File: config.mk
export PLATFORM = sky130hd
export DESIGN_NAME = instruction_decoder
export DESIGN_NICKNAME = d
export VERILOG_FILES = /design/src/design/decoder_pkg.sv /design/src/design/instruction_decoder.sv
export SDC_FILE = /design/constraint.sdc
export NUM_CORES = 1
export LEC_CHECK = 0
export CAP_MARGIN = 40
export CORE_MARGIN = 2
export CORE_UTILIZATION = 45
export CTS_CLUSTER_SIZE = 25
export DETAILED_ROUTE_END_ITERATION = 6
export DONT_BUFFER_PORTS = 1
export GPL_TIMING_DRIVEN = 0
export MAX_ROUTING_LAYER = met4
export PLACE_DENSITY = 0.6
export SLEW_MARGIN = 20
export SYNTH_ARGS = -nofsm -noshare
export SYNTH_HDL_FRONTEND = slang
export SYNTH_SLANG_ARGS = --single-unit
File: constraint.sdc
create_clock -name pclk -period 4 [get_ports pclk]
set_input_delay 0.4 -clock pclk [delete_from_list [all_inputs] [get_ports pclk]]
set_output_delay 0.4 -clock pclk [all_outputs]
set_load 0.01 [all_outputs]
File: src/design/decoder_pkg.sv
// constants for the instruction decoder and its register window
package decoder_pkg;

    // ************************************************************
    // register offsets (byte addresses)
    // ************************************************************
    localparam logic [7:0] ctrl_offset      = 8'h00;
    localparam logic [7:0] word_offset      = 8'h04;
    localparam logic [7:0] bank_offset      = 8'h08;
    localparam logic [7:0] op_offset        = 8'h0c;
    localparam logic [7:0] addr_offset      = 8'h10;
    localparam logic [7:0] operand_offset   = 8'h14;
    localparam logic [7:0] status_offset    = 8'h18;
    localparam logic [7:0] ident_offset     = 8'h1c;

    // ************************************************************
    // field positions, reset values, counts
    // ************************************************************
    localparam int          osc_per_cycle   = 4;
    localparam logic [1:0]  phase_last      = 2'h3;
    localparam logic [3:0]  bank_reset      = 4'h0;
    localparam logic [15:0] word_reset      = 16'h0000;
    localparam logic [3:0]  timer_zero_count_bank       = 4'hf;
    localparam logic [7:0]  timer_zero_count_low_addr   = 8'hd6;
    localparam logic [31:0] ident_value     = 32'h00c0_ffee; // arbitrary

    // flag mask bits: c dc z ov n
    localparam logic [4:0]  fl_none         = 5'h00;
    localparam logic [4:0]  fl_all          = 5'h1f;
    localparam logic [4:0]  fl_zn           = 5'h05;
    localparam logic [4:0]  fl_czn          = 5'h15;
    localparam logic [4:0]  fl_z            = 5'h04;
    localparam logic [4:0]  fl_c            = 5'h10;

    // ************************************************************
    // operation classes
    // ************************************************************
    typedef enum logic [3:0] {
        cls_nop     = 4'h0,
        cls_byte    = 4'h1,
        cls_bit     = 4'h2,
        cls_literal = 4'h3,
        cls_branch  = 4'h4,
        cls_jump    = 4'h5,
        cls_call    = 4'h6,
        cls_return  = 4'h7,
        cls_move    = 4'h8,
        cls_stack   = 4'h9,
        cls_system  = 4'ha,
        cls_skip    = 4'hb
    } op_class_e;

    typedef enum logic [1:0] {
        st_fresh    = 2'b00,
        st_second   = 2'b01
    } fetch_state_e;

endpackage

File: src/design/instruction_decoder.sv
// instruction decoder with apb register window
// ****************************************************************
// ****************************************************************
module instruction_decoder
    import decoder_pkg::*;
(
    input  wire logic        pclk,
    input  wire logic        presetn,
    input  wire logic        psel,
    input  wire logic        penable,
    input  wire logic        pwrite,
    input  wire logic [7:0]  paddr,
    input  wire logic [31:0] pwdata,
    output logic      [31:0] prdata,
    output logic             pready,
    output logic             pslverr,
    input  wire logic        prescaler_on_timer,
    output logic             cycle_strobe,
    output logic             prescaler_clear,
    output logic             software_reset
);
    import decoder_pkg::*;

    // ************************************************************
    // apb decode
    // ************************************************************
    wire        access     = psel && penable;
    wire        wr         = access && pwrite;
    wire        hit_ctrl   = paddr == ctrl_offset;
    wire        hit_word   = paddr == word_offset;
    wire        hit_bank   = paddr == bank_offset;
    wire        mapped     = hit_ctrl || hit_word || hit_bank
                          || paddr == op_offset || paddr == addr_offset
                          || paddr == operand_offset
                          || paddr == status_offset
                          || paddr == ident_offset;

    // ************************************************************
    // state
    // ************************************************************
    logic [1:0]   phase_reg;
    logic         run_reg;
    logic         word_pending_reg;
    logic [15:0]  word_reg;
    logic [3:0]   bank_reg;
    fetch_state_e fetch_reg;
    logic [15:0]  first_reg;
    logic [3:0]   class_reg;
    logic [11:0]  addr_reg;
    logic [19:0]  operand_reg;
    logic [4:0]   flags_reg;
    logic [1:0]   cycles_reg;
    logic [7:0]   ctl_reg;
    logic         pre_clr_reg;
    logic         srst_reg;

    assign cycle_strobe = run_reg && phase_reg == phase_last;

    // ************************************************************
    // field extraction
    // ************************************************************
    wire [3:0]  hi   = word_reg[15:12];
    wire [3:0]  nib2 = word_reg[11:8];
    wire [7:0]  f8   = word_reg[7:0];
    wire        abit = word_reg[8];
    wire        dbit = word_reg[9];
    wire [2:0]  bnum = word_reg[11:9];
    wire        fast = word_reg[0];

    function automatic logic [11:0] bank_addr(input logic a,
                                              input logic [3:0] b,
                                              input logic [7:0] f);
        bank_addr = a ? {b, f} : {(f[7] ? 4'hf : 4'h0), f};
    endfunction

    // opcode decode: class, flags, fields, writes file
    logic [3:0]  cls_n;
    logic [4:0]  fl_n;
    logic [11:0] addr_n;
    logic [19:0] opnd_n;
    logic [1:0]  cyc_n;
    logic [7:0]  ctl_n;
    logic        two_word;

    always_comb begin
        cls_n    = cls_nop;
        fl_n     = fl_none;
        addr_n   = bank_addr(abit, bank_reg, f8);
        opnd_n   = '0;
        cyc_n    = 2'd1;
        ctl_n    = '0;
        two_word = 1'b0;
        unique case (hi)
            4'h0: begin
                if (nib2 == 4'h0) begin
                    cls_n = cls_system;
                    ctl_n = f8;
                    if (f8 == 8'h05 || f8 == 8'h06) begin
                        cls_n = cls_stack;
                    end else if (f8[7:1] == 7'h08 || f8[7:1] == 7'h09) begin
                        cls_n = cls_return;
                        cyc_n = 2'd2;
                        opnd_n = {19'h0, fast};
                    end else if (f8 == 8'h04 || f8 == 8'h03) begin
                        fl_n = fl_none;
                    end
                end else if (nib2[3:1] == 3'h1) begin
                    cls_n = cls_byte;
                    ctl_n = 8'h12;
                end else if (nib2[3:2] == 2'h1) begin
                    cls_n = cls_byte;
                    fl_n  = fl_all;
                end else begin
                    cls_n  = nib2 == 4'hc ? cls_return : cls_literal;
                    opnd_n = {12'h0, f8};
                    cyc_n  = nib2 == 4'hc ? 2'd2 : 2'd1;
                    if (nib2 == 4'hf || nib2 == 4'h8) begin
                        fl_n = fl_all;
                    end else if (nib2 >= 4'h9 && nib2 <= 4'hb) begin
                        fl_n = fl_zn;
                    end
                end
            end
            4'h1: begin
                cls_n = cls_byte;
                fl_n  = fl_zn;
            end
            4'h2: begin
                cls_n = nib2[3:2] == 2'h3 ? cls_skip : cls_byte;
                fl_n  = nib2[3:2] == 2'h3 ? fl_none : fl_all;
            end
            4'h3: begin
                cls_n = nib2[3:2] == 2'h3 ? cls_skip : cls_byte;
                unique case (nib2[3:2])
                    2'h0, 2'h1: fl_n = fl_czn;
                    2'h2:       fl_n = fl_none;
                    default:    fl_n = fl_none;
                endcase
            end
            4'h4: begin
                cls_n = nib2[3] ? cls_skip : cls_byte;
                fl_n  = nib2[3] ? fl_none : fl_zn;
            end
            4'h5: begin
                cls_n = cls_byte;
                fl_n  = nib2[3:2] == 2'h0 ? fl_zn : fl_all;
            end
            4'h6: begin
                cls_n = nib2[3] ? cls_byte : cls_skip;
                if (nib2[3:1] == 3'h5) begin
                    fl_n = fl_z;
                end else if (nib2[3:1] == 3'h6) begin
                    fl_n = fl_all;
                end
            end
            4'h7, 4'h8, 4'h9: begin
                cls_n  = cls_bit;
                opnd_n = {17'h0, bnum};
            end
            4'ha, 4'hb: begin
                cls_n  = cls_skip;
                opnd_n = {17'h0, bnum};
            end
            4'hc: begin
                cls_n    = cls_move;
                addr_n   = word_reg[11:0];
                cyc_n    = 2'd2;
                two_word = 1'b1;
            end
            4'hd: begin
                cls_n  = word_reg[11] ? cls_call : cls_jump;
                opnd_n = {{9{word_reg[10]}}, word_reg[10:0]};
                cyc_n  = 2'd2;
            end
            4'he: begin
                if (!word_reg[11]) begin
                    cls_n  = cls_branch;
                    opnd_n = {{12{f8[7]}}, f8};
                    ctl_n  = {5'h0, word_reg[10:8]};
                end else if (nib2 == 4'he) begin
                    cls_n    = cls_literal;
                    addr_n   = {10'h0, f8[5:4]};
                    opnd_n   = {16'h0, f8[3:0]};
                    cyc_n    = 2'd2;
                    two_word = 1'b1;
                end else begin
                    cls_n    = nib2 == 4'hf ? cls_jump : cls_call;
                    opnd_n   = {12'h0, f8};
                    ctl_n    = {7'h0, word_reg[8]};
                    cyc_n    = 2'd2;
                    two_word = nib2 == 4'hc || nib2 == 4'hd
                            || nib2 == 4'hf;
                end
            end
            4'hf: begin
                cls_n = cls_nop;
            end
        endcase
    end

    wire file_write = (cls_n == cls_byte && dbit && hi != 4'h6
                       && !(hi == 4'h0 && nib2[3:1] == 3'h1))
                   || (cls_n == cls_skip && dbit && hi >= 4'h2
                       && hi <= 4'h4)
                   || (hi == 4'h6 && nib2[3:1] >= 3'h4)
                   || cls_n == cls_bit;
    wire hits_timer_zero_count  = addr_n == {timer_zero_count_bank, timer_zero_count_low_addr};

    // ************************************************************
    // apb writes and cycle pacing
    // ************************************************************
    always_ff @(posedge pclk or negedge presetn) begin
        if (!presetn) begin
            run_reg   <= 1'b0;
            bank_reg  <= bank_reset;
            phase_reg <= 2'h0;
        end else begin
            if (wr && hit_ctrl) begin
                run_reg <= pwdata[0];
            end
            if (wr && hit_bank) begin
                bank_reg <= pwdata[3:0];
            end
            if (run_reg) begin
                phase_reg <= phase_reg + 2'h1;
            end
        end
    end

    always_ff @(posedge pclk or negedge presetn) begin
        if (!presetn) begin
            word_reg         <= word_reset;
            word_pending_reg <= 1'b0;
        end else if (wr && hit_word) begin
            word_reg         <= pwdata[15:0];
            word_pending_reg <= 1'b1;
        end else if (cycle_strobe) begin
            word_pending_reg <= 1'b0;
        end
    end

    // ************************************************************
    // decode commit, once per instruction cycle
    // ************************************************************
    wire commit = cycle_strobe && word_pending_reg;

    always_ff @(posedge pclk or negedge presetn) begin
        if (!presetn) begin
            fetch_reg   <= st_fresh;
            first_reg   <= '0;
            class_reg   <= cls_nop;
            addr_reg    <= '0;
            operand_reg <= '0;
            flags_reg   <= fl_none;
            cycles_reg  <= 2'd0;
            ctl_reg     <= '0;
            pre_clr_reg <= 1'b0;
            srst_reg    <= 1'b0;
        end else begin
            pre_clr_reg <= 1'b0;
            srst_reg    <= 1'b0;
            if (commit) begin
                unique case (fetch_reg)
                    st_fresh: begin
                        class_reg   <= cls_n;
                        addr_reg    <= addr_n;
                        operand_reg <= opnd_n;
                        flags_reg   <= fl_n;
                        cycles_reg  <= cyc_n;
                        ctl_reg     <= ctl_n;
                        first_reg   <= word_reg;
                        if (two_word) begin
                            fetch_reg <= st_second;
                        end
                        pre_clr_reg <= file_write && hits_timer_zero_count
                                    && prescaler_on_timer;
                        srst_reg    <= hi == 4'h0 && nib2 == 4'h0
                                    && f8 == 8'hff;
                    end
                    st_second: begin
                        fetch_reg <= st_fresh;
                        if (first_reg[15:12] == 4'hc) begin
                            operand_reg <= {8'h0, word_reg[11:0]};
                            pre_clr_reg <= word_reg[11:0]
                                        == {timer_zero_count_bank, timer_zero_count_low_addr}
                                        && prescaler_on_timer;
                        end else if (first_reg[11:8] == 4'he) begin
                            operand_reg <= {8'h0, operand_reg[3:0],
                                            word_reg[7:0]};
                        end else begin
                            operand_reg <= {word_reg[11:0],
                                            operand_reg[7:0]};
                        end
                    end
                    default: fetch_reg <= st_fresh;
                endcase
            end
        end
    end

    assign prescaler_clear = pre_clr_reg;
    assign software_reset  = srst_reg;

    // ************************************************************
    // apb read
    // ************************************************************
    wire [31:0] status_word = {16'h0, ctl_reg, 1'b0, flags_reg,
                               fetch_reg == st_second, run_reg};

    always_comb begin
        unique case (paddr)
            ctrl_offset:    prdata = {31'h0, run_reg};
            word_offset:    prdata = {16'h0, word_reg};
            bank_offset:    prdata = {28'h0, bank_reg};
            op_offset:      prdata = {26'h0, cycles_reg, class_reg};
            addr_offset:    prdata = {20'h0, addr_reg};
            operand_offset: prdata = {12'h0, operand_reg};
            status_offset:  prdata = status_word;
            ident_offset:   prdata = ident_value;
            default:        prdata = 32'h0;
        endcase
    end

    assign pready  = 1'b1;
    assign pslverr = access && !mapped;

endmodule

==> summary.txt <==
Global route
  – Largest net degree at the start of global routing: 86
  – Global Route Usage Sum: 0.292
  – Vias in the first global route: about 4,200
  – Global-route wire length before repair: between 20 and 25 mm
  – Initial antenna violation count: 0
  – Grt ovf: 0

Floorplanning
  – Core area: 0.0108 sq mm
  – Die area: 0.0118 sq mm
  – Row cnt: 38
  – Die width: about 110 um
  – Initial Utilization: 0.458
  – # IOs: 83
  – Die height: between 100 and 150 um

Detailed routing
  – Iter 0 DRT Violations: 595
  – WL/cell: 22.0 um
  – Via/cell ratio: 6.21
  – DR pass1 iterations: 6
  – Via count: 4,571
  – Total Wirelength: 16.2 mm
  – Residual DRC count: 0
  – Routed Antenna Nets: 0

Placed design
  – Post-DP HPWL: 11.6 mm
  – # port buffers: 0
  – Placer congestion estimate: about 1
  – DP Area: 0.00515 sq mm

Logic synthesis
  – Most frequent cells after synthesis: 97 x nand2_1, 85 x dfrtp_1, 54 x nor2_1, 45 x o21ai_0, 43 x a21oi_1
  – Top-count cell post-synth: nand2_1
  – Cell Area, Synth: 0.00494 sq mm
  – Yosys cell types: 58
  – Synth top area share: 0.430
  – Synth top area cells: dfrtp_1 43%, nand2_1 7.4%, o21ai_0 4.6%
  – Flops & latches, synth: 85
  – Async SR Flop Fraction: 1.00
  – Post-synth EDFFs: 0
  – Register area share after synthesis: 0.430
  – Area leader, netlist: dfrtp_1
  – Avg Inst Size Synth: 8.69 sq um
  – Post-synth top flop: dfrtp_1
  – YS warnings: 0
  – Syn Inst Count: about 570

CTS
  – Clock Sinks: 85
  – H-Tree Level Count: 3
  – Num CTS Buffers: 9
  – Post-CTS Setup Bufs: 0
  – Root Driver: clkbuf_8
  – Max Root-Sink Buffers: 2
  – Worst-skew pair later-pin latency: roughly 400 ps
  – Cts repair resizes: 0
  – Clock slew at reported path FFs: about 90 ps
  – Post-CTS Hold Buffers: 2
  – CTS tree: built

Critical path
  – CP arrival: around 3400 ps
  – Required @ worst endpoint: about 4300 ps
  – CP Max Fanout: 10
  – Startpoint Class: flop
  – Worst Setup End Kind: flop
  – Crit path kind: reg2reg

STA
  – Tcrit/Tclk final: 0.772
  – Tmin final: 3090 ps
  – Final hold violations: 0
  – Pin slew with the least headroom to its limit: 808 ps
  – Max Freq: 0.324 GHz
  – Clock Skew: slightly above 20 ps
  – Final setup TNS: 0 ps
  – Max Slew Vio Count: 0
  – Unrepaired setup endpoints after global routing: no
  – Slew HR: 0.457
  – # setup viols final: 0

Worst hold path
  – Hold Path Class: in2reg

Outcome
  – Status: finished clean

Finish
  – Layout cell share with drive strength beyond 1: 0.0973
  – Synth-to-Final Area Change: 8.51%
  – Final #Nets: 638
  – Max reg flops: 20
  – Diode count: 0
  – Final Cell Area: between 0.005 and 0.006 sq mm

Power
  – Worst vdd ir: 0.155 mV
  – P_leak: about 2.5 nW
  – Power Dens Cells: approximately 290 mW/mm^2

Flow run
  – Total of max-cap violations: 0
==> routing by layer <==
layer	wire length (um)	up-vias	global-route usage
li1	-	2046	-
met1	7030	2228	0.407
met2	7110	258	0.426
met3	1510	39	0.0418
met4	522	0	0.123
met5	0	-	-
==> critical path, cell delays in order, from the launching register on <==
cell      delay (ps)
dfrtp_1          360
clkbuf_1         310
clkbuf_1         540
nand2_1          250
a32o_2           360
a211oi_1         230
a22oi_1          120
o41ai_1          560
a32o_2           300
==> final cells by class <==
| type | count | area, sq um |
|---|---|---|
| fill | 1077 | 5430 |
| multi-input combinational | 427 | 2530 |
| sequential | 85 | 2130 |
| buffer | 55 | 278 |
| tap | 140 | 175 |
| clock buffer | 10 | 128 |
| clock inverter | 6 | 46.3 |
| inverter | 11 | 41.3 |
| timing repair buffer | 2 | 37.5 |
==> path summary, 6_finish.rpt <==
kind / startpoint / to / slack, ps / cells past startpoint
setup / recovery: word_reg[13]$_DFFE_PN0P_ / prescaler_clear$_DFF_PN0_ / 910 / 8
hold / removal: pwdata[5] / word_reg[5]$_DFFE_PN0P_ / 150 / 1
setup reg to reg: word_reg[13]$_DFFE_PN0P_ / prescaler_clear$_DFF_PN0_ / 910 / 8
hold reg to reg: phase_reg[0]$_DFFE_PN0P_ / phase_reg[0]$_DFFE_PN0P_ / 480 / 1
max in group asynchronous: presetn / word_pending_reg$_DFFE_PN0P_ / 3070 / 2
min in group asynchronous: presetn / operand_reg[17]$_DFFE_PN0P_ / 580 / 2
==> cells in the final DEF (no fill, tap or decap), types with 11 or more instances in the layout <==
cell      netlist  routed
a21oi_1        43      43
nand3_1        11      11
o21ai_0        45      45
dfrtp_1        85      85
mux2_2         11      11
a22o_1         12      12
clkbuf_1       37      38
nand2_1        97      97
buf_4          13      13
nor2_1         54      54
conb_1          2      11
a22oi_1        11      11
==> power by group <==
| group | leakage [nW] | switching (mW) | total, mW | internal [mW] |
|---|---|---|---|---|
| Sequential | 1.18 | 0.00712 | 0.874 | 0.867 |
| Clock | 0.0833 | 0.338 | 0.568 | 0.230 |
| Combinational | 1.19 | 0.0862 | 0.131 | 0.0448 |
==> through the flow <==
stage | util | total power [mW] | instances | hold WS (ps) | setup WS [ps]
CTS | 0.497 | 1.58 | 736 | 137 | 1030
finish | 0.497 | 1.57 | 736 | 148 | 913
global placement | 0.477 | 0.998 | 718 | 107 | 1030
global route | 0.497 | 1.63 | 736 | 134 | 828
detailed placement | 0.477 | 0.998 | 718 | 107 | 1030
floorplan | - | 0.970 | 578 | 104 | 1440
==> kinds of logic (layout without fill, tap and decap cells) <==
group / Yosys count / count (layout) / synth area share
fa+ha+maj: 1 / 1 / 0.00253
xor+xnor: 3 / 3 / 0.00532
flops: 85 / 85 / 0.430
other cells: 2 / 11 / 0.00152
compound gates: 159 / 159 / 0.208
mux: 37 / 37 / 0.0894
simple gates: 216 / 216 / 0.198
buf+inv: 66 / 84 / 0.0646
Power figures use the tool's default switching activity.
